## src/include/acsd_pkg.sv

```systemverilog
package acsd_pkg;

  // ****************************************************************
  // Address field positions
  // ****************************************************************
  localparam int AREA_LSB         = 24;  // Area number low bit
  localparam int AREA_MSB         = 26;  // Area number high bit
  localparam int WIDTH_SEL_BIT    = 27;  // Primary width switch
  localparam int PERIPH_WIDTH_BIT = 8;   // Peripheral 8/16 switch
  localparam int MIO_WIDTH_BIT    = 14;  // Area 6 8/16 switch
  localparam int DRAM_ROW_SHIFT   = 8;   // Row address shift

  // ****************************************************************
  // Alias masks on the 24-bit in-area offset
  // ****************************************************************
  localparam logic [23:0] ROM16K_MASK = 24'h003FFF;
  localparam logic [23:0] ROM32K_MASK = 24'h007FFF;
  localparam logic [23:0] PERIPH_MASK = 24'h0001FF;
  localparam logic [23:0] RAM_MASK    = 24'h0003FF;
  localparam logic [23:0] EXT_MASK    = 24'h3FFFFF;

  // ****************************************************************
  // Areas, mode pin codes, idle values
  // ****************************************************************
  localparam logic [2:0] AREA_BOOT   = 3'h0;
  localparam logic [2:0] AREA_DRAM   = 3'h1;
  localparam logic [2:0] AREA_EXT2   = 3'h2;
  localparam logic [2:0] AREA_EXT3   = 3'h3;
  localparam logic [2:0] AREA_EXT4   = 3'h4;
  localparam logic [2:0] AREA_PERIPH = 3'h5;
  localparam logic [2:0] AREA_MIO    = 3'h6;
  localparam logic [2:0] AREA_RAM    = 3'h7;
  localparam logic [2:0] MODE_EXT8   = 3'h0;
  localparam logic [2:0] MODE_EXT16  = 3'h1;
  localparam logic [2:0] MODE_ROM    = 3'h2;
  localparam logic [7:0] CS_IDLE     = 8'hFF;  // All selects released
  localparam logic [1:0] OE_OFF      = 2'h3;   // Both lanes released

  // ****************************************************************
  // Types
  // ****************************************************************
  typedef enum logic [2:0] {
    SP_EXT, SP_DRAM, SP_MIO, SP_ROM, SP_PERIPH, SP_RAM
  } acsd_space_t;
  typedef enum logic [1:0] {BW_8, BW_16, BW_32} acsd_width_t;
  typedef enum logic [1:0] {SZ_BYTE, SZ_WORD, SZ_LONG} acsd_size_t;

endpackage

```

## src/hw/acsd_decoder.sv

```systemverilog
`timescale 1ns/1ps
module acsd_decoder (
  input  wire logic                 ref_clk,
  input  wire logic                 sys_rst,
  input  wire logic                 clk_en,
  input  wire logic                 req_valid,
  output logic                      req_ready,
  input  wire logic [31:0]          req_addr,
  input  wire acsd_pkg::acsd_size_t req_size,
  input  wire logic                 req_write,
  input  wire logic [31:0]          req_wdata,
  input  wire logic [2:0]           boot_mode_pins,
  input  wire logic                 rom_is_32k,
  input  wire logic                 dram_space_enable,
  input  wire logic                 row_col_multiplex_enable,
  input  wire logic                 muxed_io_enable,
  input  wire logic                 low_areas_long_wait_hi,
  input  wire logic                 low_areas_long_wait_lo,
  input  wire logic                 area_six_long_wait_hi,
  input  wire logic                 area_six_long_wait_lo,
  output logic [7:0]                area_select_n,
  output logic                      ext_cycle,
  output acsd_pkg::acsd_space_t     space,
  output acsd_pkg::acsd_width_t     bus_width,
  output logic [23:0]               ext_addr,
  output logic [15:0]               shared_addr_data_pins_out,
  output logic [1:0]                shared_addr_data_pins_oe_n,
  output logic                      addr_phase,
  output logic                      beat_end,
  output logic                      xfer_done
);
  import acsd_pkg::*;

  typedef enum logic [1:0] {ST_IDLE, ST_ADDR, ST_DATA} acsd_state_t;

  // ****************************************************************
  // Pin synchronisers
  // ****************************************************************
  logic [2:0] mode_meta_r;   // First stage, read only by second
  logic [2:0] mode_sync_r;   // Mode pins, safe to decode
  logic       rom32_meta_r;  // First stage of ROM size strap
  logic       rom32_sync_r;  // ROM size strap, safe to use

  // Straps may move at any time; two stages tame metastability
  always_ff @(posedge ref_clk or posedge sys_rst) begin
    if (sys_rst) begin
      mode_meta_r  <= MODE_EXT8;
      mode_sync_r  <= MODE_EXT8;
      rom32_meta_r <= 1'b0;
      rom32_sync_r <= 1'b0;
    end else if (clk_en) begin
      mode_meta_r  <= boot_mode_pins;
      mode_sync_r  <= mode_meta_r;
      rom32_meta_r <= rom_is_32k;
      rom32_sync_r <= rom32_meta_r;
    end
  end

  // ****************************************************************
  // Address decode of the incoming request
  // ****************************************************************
  logic [2:0]  dec_area;     // Area number
  logic        dec_a27;      // Primary width bit
  acsd_space_t dec_space;    // Kind of space reached
  acsd_width_t dec_width;    // Bus width of that space
  logic [2:0]  dec_lw;       // Long waits, zero when none
  logic [1:0]  dec_beats_m1; // Bus beats minus one
  logic        dec_need_addr;// Separate address phase wanted
  logic [2:0]  lw_low_cfg;   // Areas 0/2 long waits, 1..4
  logic [2:0]  lw_six_cfg;   // Area 6 long waits, 1..4

  assign lw_low_cfg = {1'b0, low_areas_long_wait_hi,
                       low_areas_long_wait_lo} + 3'h1;
  assign lw_six_cfg = {1'b0, area_six_long_wait_hi,
                       area_six_long_wait_lo} + 3'h1;

  // Bits 31..28 never enter the decode
  always_comb begin
    dec_area  = req_addr[AREA_MSB:AREA_LSB];
    dec_a27   = req_addr[WIDTH_SEL_BIT];
    dec_space = SP_EXT;
    dec_width = dec_a27 ? BW_16 : BW_8;
    dec_lw    = 3'h0;
    case (dec_area)
      AREA_BOOT: begin
        // Mode pins win over bit 27 here
        case (mode_sync_r)
          MODE_ROM: begin
            dec_space = SP_ROM;
            dec_width = BW_32;
          end
          MODE_EXT16: dec_width = BW_16;
          default:    dec_width = BW_8;
        endcase
        if (dec_space == SP_EXT) begin
          dec_lw = lw_low_cfg;
        end
      end
      AREA_DRAM: begin
        if (dram_space_enable) begin
          dec_space = SP_DRAM;
        end
      end
      AREA_EXT2: dec_lw = lw_low_cfg;
      AREA_PERIPH: begin
        if (!dec_a27) begin
          dec_space = SP_PERIPH;
          dec_width = req_addr[PERIPH_WIDTH_BIT] ? BW_16 : BW_8;
        end
      end
      AREA_MIO: begin
        // Bit 14 picks the width only in the low half
        if (!dec_a27) begin
          dec_width = req_addr[MIO_WIDTH_BIT] ? BW_16 : BW_8;
          if (muxed_io_enable) begin
            dec_space = SP_MIO;
          end
        end
        if (dec_space == SP_EXT) begin
          dec_lw = lw_six_cfg;
        end
      end
      AREA_RAM: begin
        if (dec_a27) begin
          dec_space = SP_RAM;
          dec_width = BW_32;
        end else begin
          dec_width = BW_8;
        end
      end
      default: ;  // Areas 3 and 4: plain external
    endcase
    // Beats per access follow size over width
    dec_beats_m1 = 2'h0;
    case (req_size)
      SZ_WORD: dec_beats_m1 = (dec_width == BW_8) ? 2'h1 : 2'h0;
      SZ_LONG: begin
        case (dec_width)
          BW_8:    dec_beats_m1 = 2'h3;
          BW_16:   dec_beats_m1 = 2'h1;
          default: dec_beats_m1 = 2'h0;
        endcase
      end
      default: dec_beats_m1 = 2'h0;
    endcase
    dec_need_addr = (dec_space == SP_MIO) ||
                    (dec_space == SP_DRAM && row_col_multiplex_enable);
  end

  // ****************************************************************
  // Beat sequencer
  // ****************************************************************
  acsd_state_t st_r, st_nxt;           // Sequencer state
  logic [27:0] addr_r, addr_nxt;       // Request address
  logic [31:0] wdata_r, wdata_nxt;     // Write data
  logic        write_r, write_nxt;     // Write request
  acsd_space_t space_r, space_nxt;     // Space of current access
  acsd_width_t width_r, width_nxt;     // Width of current access
  logic [2:0]  lw_r, lw_nxt;           // Long waits per beat
  logic [2:0]  wait_r, wait_nxt;       // Long waits left in beat
  logic [1:0]  beats_r, beats_nxt;     // Last beat index
  logic [1:0]  beat_r, beat_nxt;       // Current beat index
  logic        need_addr_r, need_addr_nxt; // Address phase per beat
  logic        mux_r, mux_nxt;         // DRAM row/column in use

  assign req_ready = (st_r == ST_IDLE);
  assign beat_end  = (st_r == ST_DATA) && (wait_r == 3'h0);
  assign xfer_done = beat_end && (beat_r == beats_r);

  // Next-state logic; long waits stretch every data phase
  always_comb begin
    st_nxt = st_r;  addr_nxt = addr_r;  wdata_nxt = wdata_r;
    write_nxt = write_r;  space_nxt = space_r;  width_nxt = width_r;
    lw_nxt = lw_r;  wait_nxt = wait_r;  beats_nxt = beats_r;
    beat_nxt = beat_r;  need_addr_nxt = need_addr_r;  mux_nxt = mux_r;
    case (st_r)
      ST_IDLE: begin
        if (req_valid) begin
          addr_nxt      = req_addr[27:0];
          wdata_nxt     = req_wdata;
          write_nxt     = req_write;
          space_nxt     = dec_space;
          width_nxt     = dec_width;
          lw_nxt        = dec_lw;
          wait_nxt      = dec_lw;
          beats_nxt     = dec_beats_m1;
          beat_nxt      = 2'h0;
          need_addr_nxt = dec_need_addr;
          mux_nxt       = row_col_multiplex_enable;
          st_nxt        = dec_need_addr ? ST_ADDR : ST_DATA;
        end
      end
      ST_ADDR: st_nxt = ST_DATA;
      ST_DATA: begin
        if (wait_r != 3'h0) begin
          wait_nxt = wait_r - 3'h1;
        end else if (beat_r == beats_r) begin
          st_nxt = ST_IDLE;
        end else begin
          beat_nxt = beat_r + 2'h1;
          wait_nxt = lw_r;
          st_nxt   = need_addr_r ? ST_ADDR : ST_DATA;
        end
      end
      default: st_nxt = ST_IDLE;
    endcase
  end

  // ****************************************************************
  // Pin values for the coming cycle
  // ****************************************************************
  logic [7:0]  cs_nxt;      // Chip selects
  logic [23:0] eaddr_nxt;   // Address pins
  logic [15:0] ad_nxt;      // Shared pin value
  logic [1:0]  oe_nxt;      // Shared pin enables, low drives
  logic        ext_nxt;     // External cycle flag
  logic [2:0]  boff;        // Byte offset of the beat
  logic [23:0] baddr;       // In-area beat address
  logic [4:0]  shamt;       // Write data lane shift
  logic [15:0] wlane;       // Write data of the beat

  always_comb begin
    boff  = (width_nxt == BW_8)  ? {1'b0, beat_nxt} :
            (width_nxt == BW_16) ? {beat_nxt, 1'b0} : 3'h0;
    baddr = addr_nxt[23:0] + {21'h0, boff};
    shamt = (width_nxt == BW_8) ? {beat_nxt, 3'h0}
                                : {beat_nxt[0], 4'h0};
    wlane = 16'(wdata_nxt >> shamt);
    // Bit 27 never reaches the pins: it picks only width and space
    case (space_nxt)
      SP_ROM:    eaddr_nxt = baddr & (rom32_sync_r ? ROM32K_MASK
                                                   : ROM16K_MASK);
      SP_PERIPH: eaddr_nxt = baddr & PERIPH_MASK;
      SP_RAM:    eaddr_nxt = baddr & RAM_MASK;
      SP_DRAM: begin
        // Row first, then column, on the low sixteen pins
        if (!mux_nxt) begin
          eaddr_nxt = baddr & EXT_MASK;
        end else if (st_nxt == ST_ADDR) begin
          eaddr_nxt = {8'h00, 16'(baddr >> DRAM_ROW_SHIFT)};
        end else begin
          eaddr_nxt = {8'h00, baddr[15:0]};
        end
      end
      default:   eaddr_nxt = baddr & EXT_MASK;
    endcase
    ext_nxt = (st_nxt != ST_IDLE) && (space_nxt == SP_EXT ||
              space_nxt == SP_MIO || space_nxt == SP_DRAM);
    // DRAM and on-chip spaces keep every select high
    cs_nxt = CS_IDLE;
    if (st_nxt != ST_IDLE &&
        (space_nxt == SP_EXT || space_nxt == SP_MIO)) begin
      cs_nxt = ~(8'h01 << addr_nxt[AREA_MSB:AREA_LSB]);
    end
    ad_nxt = 16'h0000;
    oe_nxt = OE_OFF;
    if (st_nxt == ST_ADDR && space_nxt == SP_MIO) begin
      ad_nxt = baddr[15:0];
      oe_nxt = (width_nxt == BW_16) ? 2'h0 : 2'h2;
    end else if (st_nxt == ST_DATA && ext_nxt && write_nxt) begin
      if (width_nxt == BW_8) begin
        ad_nxt = {8'h00, wlane[7:0]};
        oe_nxt = 2'h2;
      end else begin
        ad_nxt = wlane;
        oe_nxt = 2'h0;
      end
    end
  end

  // ****************************************************************
  // State and output registers; clk_en low freezes everything
  // ****************************************************************
  always_ff @(posedge ref_clk or posedge sys_rst) begin
    if (sys_rst) begin
      st_r <= ST_IDLE;  addr_r <= 28'h0000000;  wdata_r <= 32'h00000000;
      write_r <= 1'b0;  space_r <= SP_EXT;  width_r <= BW_8;
      lw_r <= 3'h0;  wait_r <= 3'h0;  beats_r <= 2'h0;  beat_r <= 2'h0;
      need_addr_r <= 1'b0;  mux_r <= 1'b0;
      area_select_n <= CS_IDLE;  ext_addr <= 24'h000000;
      shared_addr_data_pins_out <= 16'h0000;
      shared_addr_data_pins_oe_n <= OE_OFF;
      ext_cycle <= 1'b0;  addr_phase <= 1'b0;
    end else if (clk_en) begin
      st_r <= st_nxt;  addr_r <= addr_nxt;  wdata_r <= wdata_nxt;
      write_r <= write_nxt;  space_r <= space_nxt;  width_r <= width_nxt;
      lw_r <= lw_nxt;  wait_r <= wait_nxt;  beats_r <= beats_nxt;
      beat_r <= beat_nxt;  need_addr_r <= need_addr_nxt;  mux_r <= mux_nxt;
      area_select_n <= cs_nxt;  ext_addr <= eaddr_nxt;
      shared_addr_data_pins_out <= ad_nxt;
      shared_addr_data_pins_oe_n <= oe_nxt;
      ext_cycle <= ext_nxt;  addr_phase <= (st_nxt == ST_ADDR);
    end
  end

  assign space     = space_r;
  assign bus_width = width_r;

  logic take;  // Request accepted this edge
  assign take = clk_en && req_valid && req_ready;
endmodule

```

## config.mk

```make
export PLATFORM = sky130hd
export DESIGN_NAME = acsd_decoder
export DESIGN_NICKNAME = d
export VERILOG_FILES = /design/src/include/acsd_pkg.sv /design/src/hw/acsd_decoder.sv
export SDC_FILE = /design/constraint.sdc
export NUM_CORES = 1
export LEC_CHECK = 0
export BUFFER_PORTS_ARGS = -buffer_cell sky130_fd_sc_hd__clkbuf_2
export CORE_AREA = 2 2 124 126
export CTS_CLUSTER_SIZE = 14
export DETAILED_ROUTE_END_ITERATION = 8
export DIE_AREA = 0 0 126 128
export GPL_TIMING_DRIVEN = 1
export PLACE_DENSITY = 0.8
export SKIP_CTS_REPAIR_TIMING = 1
export SLEW_MARGIN = 20
export SYNTH_ARGS = -nofsm -noshare
export SYNTH_HDL_FRONTEND = slang
export SYNTH_SLANG_ARGS = --single-unit
```

## constraint.sdc

```tcl
create_clock -name ref_clk -period 5.2 [get_ports ref_clk]
set_input_delay 0.26 -clock ref_clk [delete_from_list [all_inputs] [get_ports ref_clk]]
set_output_delay 0.26 -clock ref_clk [all_outputs]
set_load 0.02 [all_outputs]
```

# Yosys cells after proc, flatten, opt, wreduce, memory -nomap -nowiden
# Cells that the tools add are included.
# word_totals
elab_cells	144
ff_bits	139
output_inout_bits	60
# classes
eq_ne	25
bitwise_logic	2
mux	64
addsub	5
n_reduce_logical	24
n_shift	2
# op_table
operator	count
one-hot mux 24 bit (4 select lines)	1
two-way mux 16 bit	4
two-way mux 32 bit	2
two-way mux 27 bit	2
two-way mux 3 bit	13
two-way mux 2 bit	18
>> shifter 32 x 5 -> 16 bit	1
adder 24 x 3 -> 24 bit	1
AND 24 x 15 -> 24 bit	1
two-way mux 22 bit	1
one-hot mux 2 bit (2 select lines)	4
equality test 3 x 2 -> 1 bit (second input constant)	5
equality test 3 bit (second input constant)	5
zero test 3 bit	5
two-way mux 15 bit	1
one-hot mux 3 bit (5 select lines)	1
equality test 3 x 1 -> 1 bit (second input constant)	4
two-way mux 1 bit	11
equality test 2 x 1 -> 1 bit (second input constant)	5
one-hot mux 3 bit (3 select lines)	1
logical AND 1 bit	8
two-way mux 8 bit	1
inverter 8 bit	1
one-hot mux 2 bit (4 select lines)	1
17 further kinds	25

# Depth between registers and ports, before layout
# Gate-level depths: netlist of run 1.
# logic_depth
word_depth	16
mapped_depth	18
ltp_nobuf	15

# Worst setup path before layout of run 1
# OpenSTA, ideal clock, no wires.
# synth_timing
path_type	flip-flop to flip-flop
startpoint	register wait_r[0]
endpoint	register ext_addr[12]
t_arrival_ns	3.795
slack_ns	1.314
setup_time_ns	0.090
synth_period_minus_slack_ns	3.886
required_ns	5.110
stages_incl_launch_ff	18
path_cell_list	dfrtp_1 -> inv_1 -> ha_1 -> nand4bb_1 -> clkbuf_1 -> inv_1 -> nand2_1 -> o32a_1 -> clkbuf_1 -> clkbuf_1 -> a211oi_1 -> fa_1 -> a21o_1 -> a21boi_1 -> o21ai_0 -> xnor2_1 -> or3_1 -> o221ai_1
# synth_via
elab_chain_cells	9
word_cells_on_any_way	13
cone_classes	add/sub (1); eq/ne (1); mux (9); bitwise (1); reduce/logical (1)
# synth_rtl
element	line_no	rtl
from (decl)	acsd_decoder.sv:160	logic [2:0] wait_r, wait_nxt;
from (signal assigned)	acsd_decoder.sv:287	lw_r <= lw_nxt; wait_r <= wait_nxt; beats_r <= beats_nxt;
nonzero test 3 bit *	acsd_decoder.sv:195	if (wait_r != 3'h0) begin
two-way mux 2 bit	acsd_decoder.sv:195	
one-hot mux 2 bit (2 select lines)	acsd_decoder.sv:176	case (st_r)
two-way mux 3 bit	acsd_decoder.sv:224	(width_nxt == BW_16) ? {beat_nxt, 1'b0} : 3'h0;
two-way mux 3 bit	acsd_decoder.sv:223	boff = (width_nxt == BW_8) ? {1'b0, beat_nxt} :
adder 24 x 3 -> 24 bit	acsd_decoder.sv:225	baddr = addr_nxt[23:0] + {21'h0, boff};
two-way mux 16 bit	acsd_decoder.sv:239	end else if (st_nxt == ST_ADDR) begin
two-way mux 22 bit	acsd_decoder.sv:237	if (!mux_nxt) begin
one-hot mux 24 bit (4 select lines) *	acsd_decoder.sv:230	case (space_nxt)
to (signal assigned)	acsd_decoder.sv:289	area_select_n <= cs_nxt; ext_addr <= eaddr_nxt;
to (decl)	acsd_decoder.sv:25	output logic [23:0] ext_addr,
# Mark *: on every way between the ends. The rest lies on a longest branch, timed or not.
# A chain may end at the register's enable or synchronous reset.

# Worst setup path after layout of run 1
# layout_timing
startpoint	register mode_sync_r[2]
endpoint	register ext_addr[4]
# layout_via
elab_chain_cells	14
word_cells_on_any_way	32
cone_classes	add/sub (1); eq/ne (10); mux (17); bitwise (1); reduce/logical (3)
# layout_rtl
element	line_no	rtl
from (decl)	acsd_decoder.sv:40	logic [2:0] mode_sync_r;
from (signal assigned)	acsd_decoder.sv:53	mode_sync_r <= mode_meta_r;
parallel branches: the longest is 13 deep, another holds adder 24 x 3 -> 24 bit	--	
one-hot mux 24 bit (4 select lines) *	acsd_decoder.sv:230	
# Every way passes the cells marked *. The select of a mux whose other input is x is not followed.

==> run metrics, run 1 <==
run status finished, violations left; violated checks negative hold slack; root cell of the clock tree sky130_fd_sc_hd__clkbuf_16; Setup CP Type reg -> reg; leakage dissipation 4.59 nW; unrepaired setup endpoints after global routing false; critical path launch point mode_sync_r[2]; total negative slack 0 ns; iteration-0 DRC count of the detailed router 950; type of destination of the critical path register; remaining routing DRC violations 0; via count of the first global-routing pass 7243; maximum clock path buffer count 2; Vias 7943; area growth from synthesis to final layout 17.2%; maximum resistive drop on vdd 0.000300 V; number of nets with antenna violations after routing 0; hold slack -0.0473 ns; number of ports placed on the die boundary 142; Critical Path Max Stage Delay 0.59 ns; slew of the pin with the lowest slew margin 1.01 ns; shortest clock period the worst path allows after layout 4.59 ns; Worst R2R End ext_addr[4]; prevailing post-synth register cell sky130_fd_sc_hd__dfrtp_1; global routing usage on met3 4.88%; antenna cells 0; global route hottest layer met2; Critical Path Most Common Cell sky130_fd_sc_hd__o21ai_0; row count 45; Port Buf Inserts 135; syn avg cell area 8.22 sq um; Hold/Removal Path Class in -> async; final weighted congestion in routability-driven placement 0.910; number of distinct library cells after synthesis 68; CTS tree yes; Post-Syn Instances 1006; placeable core region 14900 sq um; cell breakdown of the critical path or3b_1 > or4_1 > and2_0 > o21ai_0 > nor3_1 > ha_1 > a21o_1 > a21boi_1 > o21ai_0 > xnor2_1 > o211ai_1 > o21a_1; detailed-route wire length per cell 18.1 um; layout cell share with drive strength beyond 1 19.8%; number of buffers created by CTS 17; GRT overflow 0; final critical-path share of the clock period 88.2%; number of fillers in the final layout 1284; worst reg-to-reg setup slack 0.61 ns; setup clock skew after layout 0.00710 ns; global routing usage on met1 41.4%; Core Util, Final 65.2%; maximum number of pins on one net before global-route repair 85; H-tree lvl count 4; total of warnings raised by yosys 0; global-route wire length before repair 37.9 mm; number of failing hold endpoints at the final stage 70; Worst R2R Start mode_sync_r[2]; # setup viols final 0; kind of start point of the critical path register; met2 track demand over resource in global routing 45.7%; final number of max-transition violations 0; number of enable flip-flop cells after synthesis 0; commonest non-fill, non-tap cell in the layout sky130_fd_sc_hd__nand2_1; floorplan die area 16100 sq um; vertical die dimension 128 um; depth of the most critical reg-to-reg path 12; netlist area before placement 8270 sq um; Total Nets Final 1198; number of antenna violations at the first check in global routing 0; Initial Utilization 55.6%; global-route usage over all layers 29.6%; synthesis-stage register bit count 137; sum of routed wire length over all layers 23.6 mm; clock insertion delay at the later pin of the skew report 0.43 ns; sequential fraction of the synthesis area 41.6%; CP max stage cell sky130_fd_sc_hd__or4_1; clock-pin slew of the registers on the worst-case setup and hold paths 0.06 ns; Crit path required time 5.52 ns; FMAX 0.218 GHz; worst path arrival time 4.91 ns; clock sink count 137; MaxCap Viol Count 0; critical path capture point ext_addr[4]; horizontal extent of the die 126 um; routed via count divided by cell count 6.08; ratio of total power to cell area 619 nW/um^2; Slew headroom 32.4%; ys async rst share 100%; first-pass iteration count of the detailed router 5; total half-perimeter wirelength after legalization and detailed placement 16.1 mm; top library cells by usage in the layout, fill and taps aside sky130_fd_sc_hd__nand2_1 (324), sky130_fd_sc_hd__clkbuf_2 (135), sky130_fd_sc_hd__dfrtp_1 (127); critical path peak fanout 9
## worst max-delay path: cells and delay by family, from the launching register on
kind / cells / cell delay [ns]
compound gates: 6 / 1.75
simple gates: 4 / 1.51
xor+xnor: 1 / 0.47
flops: 1 / 0.39
fa+ha+maj: 1 / 0.37
## sequential cells by signal, summed over array words and instances, names as in the netlist, 3 cells and up
register,count
mode_sync_r,3
ext_addr,22
space,3
mode_meta_r,3
area_select_n,8
lw_r,3
addr_r,27
wdata_r,32
shared_addr_data_pins_out,16
wait_r,3
## cells by family after synthesis
| kind of cell | synth area share, % |
|---|---|
| adder cells (fa/ha/maj) | 1.60 |
| buffers and inverters | 4.19 |
| flip-flops | 41.6 |
| AND/OR/NAND/NOR | 25.7 |
| other | 0.0454 |
| multiplexers | 6.14 |
| AO/OA/AOI/OAI | 17.7 |
| XOR/XNOR | 3.07 |
## synth_stat cells (4+ instances only)
cell type	count	area share, %
sky130_fd_sc_hd__nand2_1	325	15
sky130_fd_sc_hd__dfrtp_1	127	38
sky130_fd_sc_hd__clkbuf_1	47	2.1
sky130_fd_sc_hd__nor2_1	44	2.0
sky130_fd_sc_hd__nand3_1	42	2.5
sky130_fd_sc_hd__mux2i_1	35	4.2
sky130_fd_sc_hd__a21oi_1	30	1.8
sky130_fd_sc_hd__o21ai_0	29	1.8
sky130_fd_sc_hd__inv_1	18	0.82
sky130_fd_sc_hd__nor3_1	16	0.97
sky130_fd_sc_hd__xnor2_1	16	1.7
sky130_fd_sc_hd__a31oi_1	15	1.1
sky130_fd_sc_hd__mux2_2	14	1.9
sky130_fd_sc_hd__xor2_1	13	1.4
sky130_fd_sc_hd__a211oi_1	12	1.1
sky130_fd_sc_hd__a311oi_1	12	1.3
sky130_fd_sc_hd__buf_1	10	0.45
sky130_fd_sc_hd__buf_2	10	0.61
sky130_fd_sc_hd__dfstp_2	10	3.2
sky130_fd_sc_hd__nor3b_1	10	0.91
sky130_fd_sc_hd__o211ai_1	10	0.91
sky130_fd_sc_hd__a211o_1	9	0.95
sky130_fd_sc_hd__ha_1	9	1.4
sky130_fd_sc_hd__nand2b_1	9	0.68
sky130_fd_sc_hd__o21a_1	9	0.82
sky130_fd_sc_hd__o22a_1	9	0.95
sky130_fd_sc_hd__and3_1	8	0.61
sky130_fd_sc_hd__nand4_1	7	0.53
sky130_fd_sc_hd__nor2b_1	7	0.53
sky130_fd_sc_hd__o31ai_1	7	0.64
sky130_fd_sc_hd__a21o_1	6	0.54
sky130_fd_sc_hd__a2bb2oi_1	6	0.64
sky130_fd_sc_hd__o2bb2ai_1	6	0.64
sky130_fd_sc_hd__a31o_2	5	0.53
sky130_fd_sc_hd__o221ai_1	5	0.53
sky130_fd_sc_hd__o32ai_1	5	0.53
sky130_fd_sc_hd__or3_1	5	0.38
sky130_fd_sc_hd__and2_1	4	0.30
## how the worst min path moves through the flow
stage,to,slack (ns),cells past startpoint
2_1_floorplan,addr_r[0],0.37,2
6_report,mode_meta_r[2],-0.05,2
5_1_grt,addr_r[25],0.03,2
3_3_place_gp,mode_meta_r[2],0.43,2
3_5_place_dp,addr_r[25],0.44,2
4_1_cts,space[0],-0.01,2
## layer usage
metal / share of wire (%) / wire, um
met1: 43 / 10200
met2: 46 / 10900
met3: 7.0 / 1650
met4: 3.6 / 847
met5: 0 / 0
## final cells by class
type                    instances  area [sq um]  share of cell area, %
repair buffers                149           781                   8.06
well taps                     188           235                   2.43
multi-input cells             783          4500                   46.4
flip-flops and latches        137          3440                   35.5
clock buffers                  21           470                   4.85
inverters                      18          72.6                  0.749
clock inverters                11           191                   1.98
## where the power goes
group | switching [mW] | internal (mW)
combinational | 1.73 | 1.01
clock | 0.487 | 0.889
sequential | 0.363 | 1.52
total | 2.58 | 3.42
## per-stage QoR
stage | area (sq um) | total power [mW] | std cells | setup slack [ns] | hold slack [ns]
after floorplan | 8270 | 3.76 | 1007 | 1.29 | 0.365
after global placement | 9030 | 4.48 | 1275 | 0.909 | 0.432
after detailed placement | 9030 | 4.57 | 1275 | 0.810 | 0.436
after CTS | 9690 | 5.95 | 1307 | 0.746 | -0.00970
after global routing | 9690 | 6.37 | 1307 | 0.480 | 0.0315
final | 9690 | 6.00 | 1307 | 0.612 | -0.0473
No activity file was read; power rests on OpenSTA's default activity.
==> run 2: changes to the inputs <==
Settings changed: CORE_AREA 2 2 124 126 to 2 2 119 121, DIE_AREA 0 0 126 128 to 0 0 121 123, HOLD_SLACK_MARGIN set to 0.08, PLACE_DENSITY 0.8 to 0.86.
Clock period 5.2 ns to 5.4 ns, I/O delays scaled along.
==> run 2 against run 1 <==
Compared with the run above: the run now ends clean; setup slack improved by 0.36 ns; utilization is 7.9 points higher; critical path depth grew 3; largest cell class unchanged; largest power group unchanged.
==> run metrics, run 2 (synthesized netlist as in run 1, its figures left out) <==
Hold Path Cell Cnt 3; global-route usage over all layers 32.8% (was 29.6%); ratio of total power to cell area 581 nW/um^2 (was 619 nW/um^2); root cell of the clock tree sky130_fd_sc_hd__clkbuf_16 (unchanged); unrepaired setup endpoints after global routing false (unchanged); number of buffers created by CTS 17 (unchanged); total negative slack 0 ns (unchanged); floorplan die area 14900 sq um (was 16100 sq um); cell breakdown of the critical path inv_1 > ha_1 > nand4bb_1 > inv_1 > nand2_1 > o32a_1 > buf_4 > a211oi_1 > fa_1 > a21o_1 > a21boi_1 > o21ai_0 > xnor2_1 > or3_1 > o221ai_1 (was or3b_1 > or4_1 > and2_0 > o21ai_0 > nor3_1 > ha_1 > a21o_1 > a21boi_1 > o21ai_0 > xnor2_1 > o211ai_1 > o21a_1); H-tree lvl count 4 (unchanged); antenna cells 0 (unchanged); Critical Path Most Common Cell sky130_fd_sc_hd__inv_1 (was sky130_fd_sc_hd__o21ai_0); area used by multi-input combinational logic 4510 sq um (was 4500 sq um); Top reg by flops wdata_r (unchanged); maximum clock path buffer count 2 (unchanged); Setup CP Type reg -> reg (unchanged); CP max stage cell sky130_fd_sc_hd__a21boi_1 (was sky130_fd_sc_hd__or4_1); Hold/Removal Path Class in -> reg (was in -> async); Worst R2R Start wait_r[0] (was mode_sync_r[2]); horizontal extent of the die 121 um (was 126 um); detailed-route wire length per cell 18.2 um (was 18.1 um); FMAX 0.226 GHz (was 0.218 GHz); Sequential Area 3440 sq um (unchanged); number of nets with antenna violations after routing 0 (unchanged); number of antenna violations at the first check in global routing 0 (unchanged); top library cells by usage in the layout, fill and taps aside sky130_fd_sc_hd__nand2_1 (324), sky130_fd_sc_hd__clkbuf_2 (135), sky130_fd_sc_hd__dfrtp_1 (127) (unchanged); depth of the most critical reg-to-reg path 15 (was 12); number of fillers in the final layout 1009 (was 1284); slew of the pin with the lowest slew margin 0.993 ns (was 1.01 ns); final weighted congestion in routability-driven placement 0.932 (was 0.910); shortest clock period the worst path allows after layout 4.43 ns (was 4.59 ns); Total Nets Final 1225 (was 1198); vertical die dimension 123 um (was 128 um); Critical Path Max Stage Delay 0.48 ns (was 0.59 ns); Port Buf Inserts 135 (unchanged); critical path launch point wait_r[0] (was mode_sync_r[2]); first-pass iteration count of the detailed router 8 (was 5); iteration-0 DRC count of the detailed router 1082 (was 950); critical path peak fanout 17 (was 9); routed via count divided by cell count 6.12 (was 6.08); # setup viols final 0 (unchanged); biggest registers after layout wdata_r x32, addr_r x27, ext_addr x22 (unchanged); number of failing hold endpoints at the final stage 0 (was 70); layout cell share with drive strength beyond 1 19.5% (was 19.8%); row count 43 (was 45); CTS tree yes (unchanged); GRT overflow 0 (unchanged); number of ports placed on the die boundary 142 (unchanged); Post-Layout Cell Count 1326 (was 1307); maximum resistive drop on vdd 0.000300 V (about the same); remaining routing DRC violations 0 (unchanged); maximum number of pins on one net before global-route repair 77 (was 85); clock-pin slew of the registers on the worst-case setup and hold paths 0.06 ns (about the same); setup clock skew after layout 0.0119 ns (was 0.00710 ns); run status complete, no violations (was finished, violations left); placed cell count 1266 (was 1275); Initial Utilization 60.7% (was 55.6%); placeable core region 13600 sq um (was 14900 sq um); hold path startpoint req_wdata[8]; kind of start point of the critical path register (unchanged); Slew headroom 33.5% (was 32.4%); Crit path required time 5.68 ns (was 5.52 ns); leakage dissipation 4.68 nW (was 4.59 nW); total half-perimeter wirelength after legalization and detailed placement 15.9 mm (was 16.1 mm); hold slack 0.0419 ns (was -0.0473 ns); via count of the first global-routing pass 7389 (was 7243); commonest non-fill, non-tap cell in the layout sky130_fd_sc_hd__nand2_1 (unchanged); sum of routed wire length over all layers 24.2 mm (was 23.6 mm); setup slack after layout 0.973 ns (was 0.612 ns); post-place setup slack 1.09 ns (was 0.810 ns); final number of max-transition violations 0 (unchanged); global-route wire length before repair 37.9 mm (unchanged); clock sink count 137 (unchanged); Final Instance Area 9950 sq um (was 9690 sq um); Vias 8114 (was 7943); final critical-path share of the clock period 82.0% (was 88.2%); max reg flops 32 (unchanged); worst path arrival time 4.70 ns (was 4.91 ns); type of destination of the critical path register (unchanged); Core Util, Final 73.1% (was 65.2%); total cell area at the placement stage 9020 sq um (was 9030 sq um); MaxCap Viol Count 0 (unchanged); area growth from synthesis to final layout 20.4% (was 17.2%); clock insertion delay at the later pin of the skew report 0.44 ns (was 0.43 ns); Pwr Total 5.78 mW (was 6.00 mW)
run 2: cell count changes in the layout (fill, tap and decap cells not counted), moves of 3 or more:
cell,change
sky130_fd_sc_hd__dlygate4sd3_1,+28
sky130_fd_sc_hd__clkinvlp_4,+3
sky130_fd_sc_hd__clkinv_4,+3
sky130_fd_sc_hd__clkbuf_8,-3
run 2: path summary, 6_finish.rpt:
path	end	slack, ns
hold reg to reg	shared_addr_data_pins_oe_n[0]	0.47
max in group asynchronous	ext_addr[3]	3.61
min in group asynchronous	mode_meta_r[0]	0.50
setup / recovery	ext_addr[12]	0.97
setup reg to reg	ext_addr[12]	0.97
hold / removal	wdata_r[8]	0.04
run 2: layout make-up:
cell class	instances	area share, %
multi-input cells	783	45.3
flip-flops and latches	137	34.6
repair buffers	176	10.6
clock buffers	17	4.28
clock inverters	15	2.28
well taps	180	2.26
inverters	18	0.729
run 2: worst max-delay path, delay by kind of cell (launching register included):
family                   cells  cell delay, ns
AND/OR/NAND/NOR              3            0.53
adder cells (fa/ha/maj)      2            0.56
buffers and inverters        3            0.52
flip-flops                   1            0.40
XOR/XNOR                     1            0.40
AO/OA/AOI/OAI                6            1.85
run 2: layer usage:
metal,wire length (um),track usage [%]
met1,9860,44.9
met4,825,14.2
met2,11500,52.0
met5,0,0
met3,1960,5.03
run 2: where the power goes:
| group | leakage, nW | internal (mW) | total [mW] | switching [mW] |
|---|---|---|---|---|
| logic | 2.69 | 0.986 | 2.66 | 1.68 |
| registers | 1.70 | 1.46 | 1.82 | 0.361 |
| clock network | 0.297 | 0.819 | 1.30 | 0.478 |
==> run 3: changes to the inputs <==
Settings changed: ABC_AREA set to 1, CORE_AREA 2 2 119 121 to 2 2 133 135, DIE_AREA 0 0 121 123 to 0 0 135 137, PLACE_DENSITY 0.86 to 0.76.
Clock period 5.4 ns to 3.6 ns, I/O delays scaled along.
==> run 3 against run 2 <==
Compared with the run above: clock power increased by 30%; first-iteration DRC count decreased by 37%; critical endpoint unchanged; sequential share of layout area fell by 1.9 points; maximum frequency increased by 34%; register-to-register slack got worse by 0.67 ns.
==> run metrics, run 3 <==
routed via count divided by cell count 5.33 (was 6.12); remaining routing DRC violations 0 (unchanged); number of nets with antenna violations after routing 0 (unchanged); Post-Syn Instances 1290 (was 1006); ratio of total power to cell area 757 nW/um^2 (was 581 nW/um^2); Post-Layout Cell Count 1678 (was 1326); total of warnings raised by yosys 0 (unchanged); clock insertion delay at the later pin of the skew report 0.43 ns (was 0.44 ns); via count of the first global-routing pass 8305 (was 7389); proportion of netlist area held by the largest area contributor 36.4% (was 38.4%); Worst R2R End ext_addr[12] (unchanged); commonest non-fill, non-tap cell in the layout sky130_fd_sc_hd__nand2_1 (unchanged); final weighted congestion in routability-driven placement 0.960 (was 0.932); H-tree lvl count 4 (unchanged); most numerous cell in the Yosys netlist sky130_fd_sc_hd__nand2_1 (unchanged); Setup CP Type reg -> reg (unchanged); kind of start point of the critical path register (unchanged); Worst R2R Start wait_r[0] (unchanged); final critical-path share of the clock period 91.5% (was 82.0%); horizontal extent of the die 135 um (was 121 um); total half-perimeter wirelength after legalization and detailed placement 18.8 mm (was 15.9 mm); leakage dissipation 5.47 nW (was 4.68 nW); Crit path required time 3.95 ns (was 5.68 ns); Slew headroom 39.1% (was 33.5%); sum of routed wire length over all layers 25.6 mm (was 24.2 mm); maximum clock path buffer count 2 (unchanged); global-route usage over all layers 28.5% (was 32.8%); area growth from synthesis to final layout 20.5% (was 20.4%); critical path peak fanout 4 (was 17); biggest registers after layout wdata_r x32, addr_r x27, ext_addr x22 (unchanged); prevailing post-synth register cell sky130_fd_sc_hd__dfrtp_1 (unchanged); switching power share of the total 45.3% (was 43.5%); share of power burned in registers 30.1% (was 31.5%); sequential fraction of the synthesis area 39.4% (was 41.6%); synthesis-stage register bit count 137 (unchanged); first-pass iteration count of the detailed router 6 (was 8); clock-pin slew of the registers on the worst-case setup and hold paths 0.05 ns (was 0.06 ns); floorplan die area 18500 sq um (was 14900 sq um); vertical die dimension 137 um (was 123 um); number of buffers created by CTS 17 (unchanged); number of antenna violations at the first check in global routing 0 (unchanged); Port Buf Inserts 135 (unchanged); CTS tree yes (unchanged); setup clock skew after layout 0.00644 ns (was 0.0119 ns); depth of the most critical reg-to-reg path 21 (was 15); Int Power 4.36 mW (was 3.26 mW); post-place setup slack 0.264 ns (was 1.09 ns); slew of the pin with the lowest slew margin 0.912 ns (was 0.993 ns); detailed-route wire length per cell 15.3 um (was 18.2 um); syn avg cell area 6.77 sq um (was 8.22 sq um); global-route wire length before repair 41.2 mm (was 37.9 mm); placeable core region 17100 sq um (was 13600 sq um); Hold/Removal Path Class in -> reg (unchanged); FMAX 0.304 GHz (was 0.226 GHz); max reg flops 32 (unchanged); Synth top cells by count sky130_fd_sc_hd__nand2_1 (406), sky130_fd_sc_hd__inv_1 (148), sky130_fd_sc_hd__o21ai_0 (134), sky130_fd_sc_hd__dfrtp_1 (127), sky130_fd_sc_hd__nand3_1 (106) (was sky130_fd_sc_hd__nand2_1 (325), sky130_fd_sc_hd__dfrtp_1 (127), sky130_fd_sc_hd__clkbuf_1 (47), sky130_fd_sc_hd__nor2_1 (44), sky130_fd_sc_hd__nand3_1 (42)); maximum resistive drop on vdd 0.000377 V (was 0.000300 V); placed cell count 1611 (was 1266); hold path startpoint req_wdata[16] (was req_wdata[8]); layout cell share with drive strength beyond 1 17.5% (was 19.5%); run status complete, no violations (unchanged); worst reg-to-reg setup slack 0.31 ns (was 0.97 ns); ys async rst share 100% (unchanged); root cell of the clock tree sky130_fd_sc_hd__clkbuf_16 (unchanged); type of destination of the critical path register (unchanged); Vias 8950 (was 8114); netlist area before placement 8740 sq um (was 8270 sq um); unrepaired setup endpoints after global routing false (unchanged); power share of the clock group 21.1% (was 22.4%); top library cells by usage in the layout, fill and taps aside sky130_fd_sc_hd__nand2_1 (406), sky130_fd_sc_hd__inv_1 (146), sky130_fd_sc_hd__clkbuf_2 (135) (was sky130_fd_sc_hd__nand2_1 (324), sky130_fd_sc_hd__clkbuf_2 (135), sky130_fd_sc_hd__dfrtp_1 (127)); critical path launch point wait_r[0] (unchanged); antenna cells 0 (unchanged); GRT overflow 0 (unchanged); number of ports placed on the die boundary 142 (unchanged); Total Nets Final 1537 (was 1225); MaxCap Viol Count 0 (unchanged); ranking of synthesized cells by area sky130_fd_sc_hd__dfrtp_1 (36%), sky130_fd_sc_hd__nand2_1 (17%), sky130_fd_sc_hd__o21ai_0 (7.7%) (was sky130_fd_sc_hd__dfrtp_1 (38%), sky130_fd_sc_hd__nand2_1 (15%), sky130_fd_sc_hd__mux2i_1 (4.2%)); iteration-0 DRC count of the detailed router 685 (was 1082); Top reg by flops wdata_r (unchanged); setup slack after layout 0.307 ns (was 0.973 ns); row count 48 (was 43); Hold Path Cell Cnt 3 (unchanged); number of failing hold endpoints at the final stage 0 (unchanged); cell taking the most area after synthesis sky130_fd_sc_hd__dfrtp_1 (unchanged); number of enable flip-flop cells after synthesis 0 (unchanged); number of distinct library cells after synthesis 44 (was 68); shortest clock period the worst path allows after layout 3.29 ns (was 4.43 ns); final number of max-transition violations 0 (unchanged); endpoint with the worst hold slack wdata_r[16] (was wdata_r[8]); maximum number of pins on one net before global-route repair 76 (was 77); clock sink count 137 (unchanged); total negative slack 0 ns (unchanged); Initial Utilization 51.2% (was 60.7%); Pwr Total 7.98 mW (was 5.78 mW); Net Sw Power 3.61 mW (was 2.52 mW); share of power burned in combinational logic 48.8% (was 46.1%); worst path arrival time 3.65 ns (was 4.70 ns); # setup viols final 0 (unchanged)
[run 3: changes by cell type after synthesis, sizes merged, moves of 35 or more]
cell | previous run | this run
inv | 18 | 154
mux2i | 35 | 0
nand2 | 325 | 421
nand3 | 42 | 108
nor2 | 44 | 107
o21ai | 30 | 156
[run 3: through the flow]
step                hold slack [ns]  util [%]  instance area (sq um)
floorplan                     0.297         -                   8740
global placement              0.385      56.2                   9580
detailed placement            0.392      56.2                   9580
CTS                         -0.0558      59.4                  10100
global route                 0.0797      61.8                  10500
finish                       0.0225      61.8                  10500
[run 3: cell type report]
cell class                      instances  area (sq um)
Sequential cell                       137          3440
Timing Repair Buffer                  196          1250
Inverter                              155           587
Clock buffer                           23           478
Tap cell                              225           282
Multi-Input combinational cell        938          4430
Clock inverter                          4          70.1
Fill cell                            1606          6520
[run 3: logic make-up (layout without fill, tap and decap cells)]
family	count (synthesis)	count (layout)	share of synthesized area [%]
fa+ha+maj	10	10	1.52
simple gates	699	699	35.1
flops	137	137	39.4
xor+xnor	7	7	0.788
compound gates	220	220	13.1
buf+inv	216	378	10.0
other cells	1	2	0.0429
[run 3: layer usage]
metal	part of all wire [%]	track usage, %
met2	49	47.7
met1	42	35.7
met5	0	0
met3	4.7	4.22
met4	4.4	15.2
[run 3: how the worst max path moves through the flow]
stage                              endpoint  slack (ns)  cells after the start
6_report                       ext_addr[12]        0.31                     21
5_1_grt                         ext_addr[9]        0.04                     22
4_1_cts                        ext_addr[12]        0.21                     20
3_5_place_dp   shared_addr_data_pins_out[9]        0.26                     19
3_3_place_gp                    ext_addr[4]        0.34                     20
2_1_floorplan                   ext_addr[9]        0.28                     21
[run 3: critical path: stages, from the launching register on]
cell and delay [ns]:
sky130_fd_sc_hd__dfrtp_1 0.35, sky130_fd_sc_hd__inv_1 0.11, sky130_fd_sc_hd__ha_1 0.21, sky130_fd_sc_hd__nand2_1 0.10
sky130_fd_sc_hd__nor3_2 0.15, sky130_fd_sc_hd__nand2_1 0.09, sky130_fd_sc_hd__nand2_1 0.11, sky130_fd_sc_hd__nor2_4 0.07
sky130_fd_sc_hd__nand3_2 0.09, sky130_fd_sc_hd__inv_1 0.05, sky130_fd_sc_hd__ha_1 0.21, sky130_fd_sc_hd__fa_1 0.43
sky130_fd_sc_hd__nand2_1 0.09, sky130_fd_sc_hd__nand2_1 0.05, sky130_fd_sc_hd__nand2_1 0.19, sky130_fd_sc_hd__inv_1 0.13
sky130_fd_sc_hd__nand3_1 0.14, sky130_fd_sc_hd__xor2_2 0.27, sky130_fd_sc_hd__nand2_1 0.11, sky130_fd_sc_hd__nand2_1 0.08
sky130_fd_sc_hd__nand2_1 0.05, sky130_fd_sc_hd__a21oi_1 0.12
[run 3: power groups by stage]
stage | Combinational [mW] | Sequential, mW | Clock, mW
after floorplan | 2.55 | 2.56 | 0
after global placement | 3.75 | 2.39 | 0
after detailed placement | 3.80 | 2.41 | 0
after CTS | 3.82 | 2.39 | 1.71
after global routing | 4.36 | 2.46 | 1.77
final | 3.89 | 2.40 | 1.69
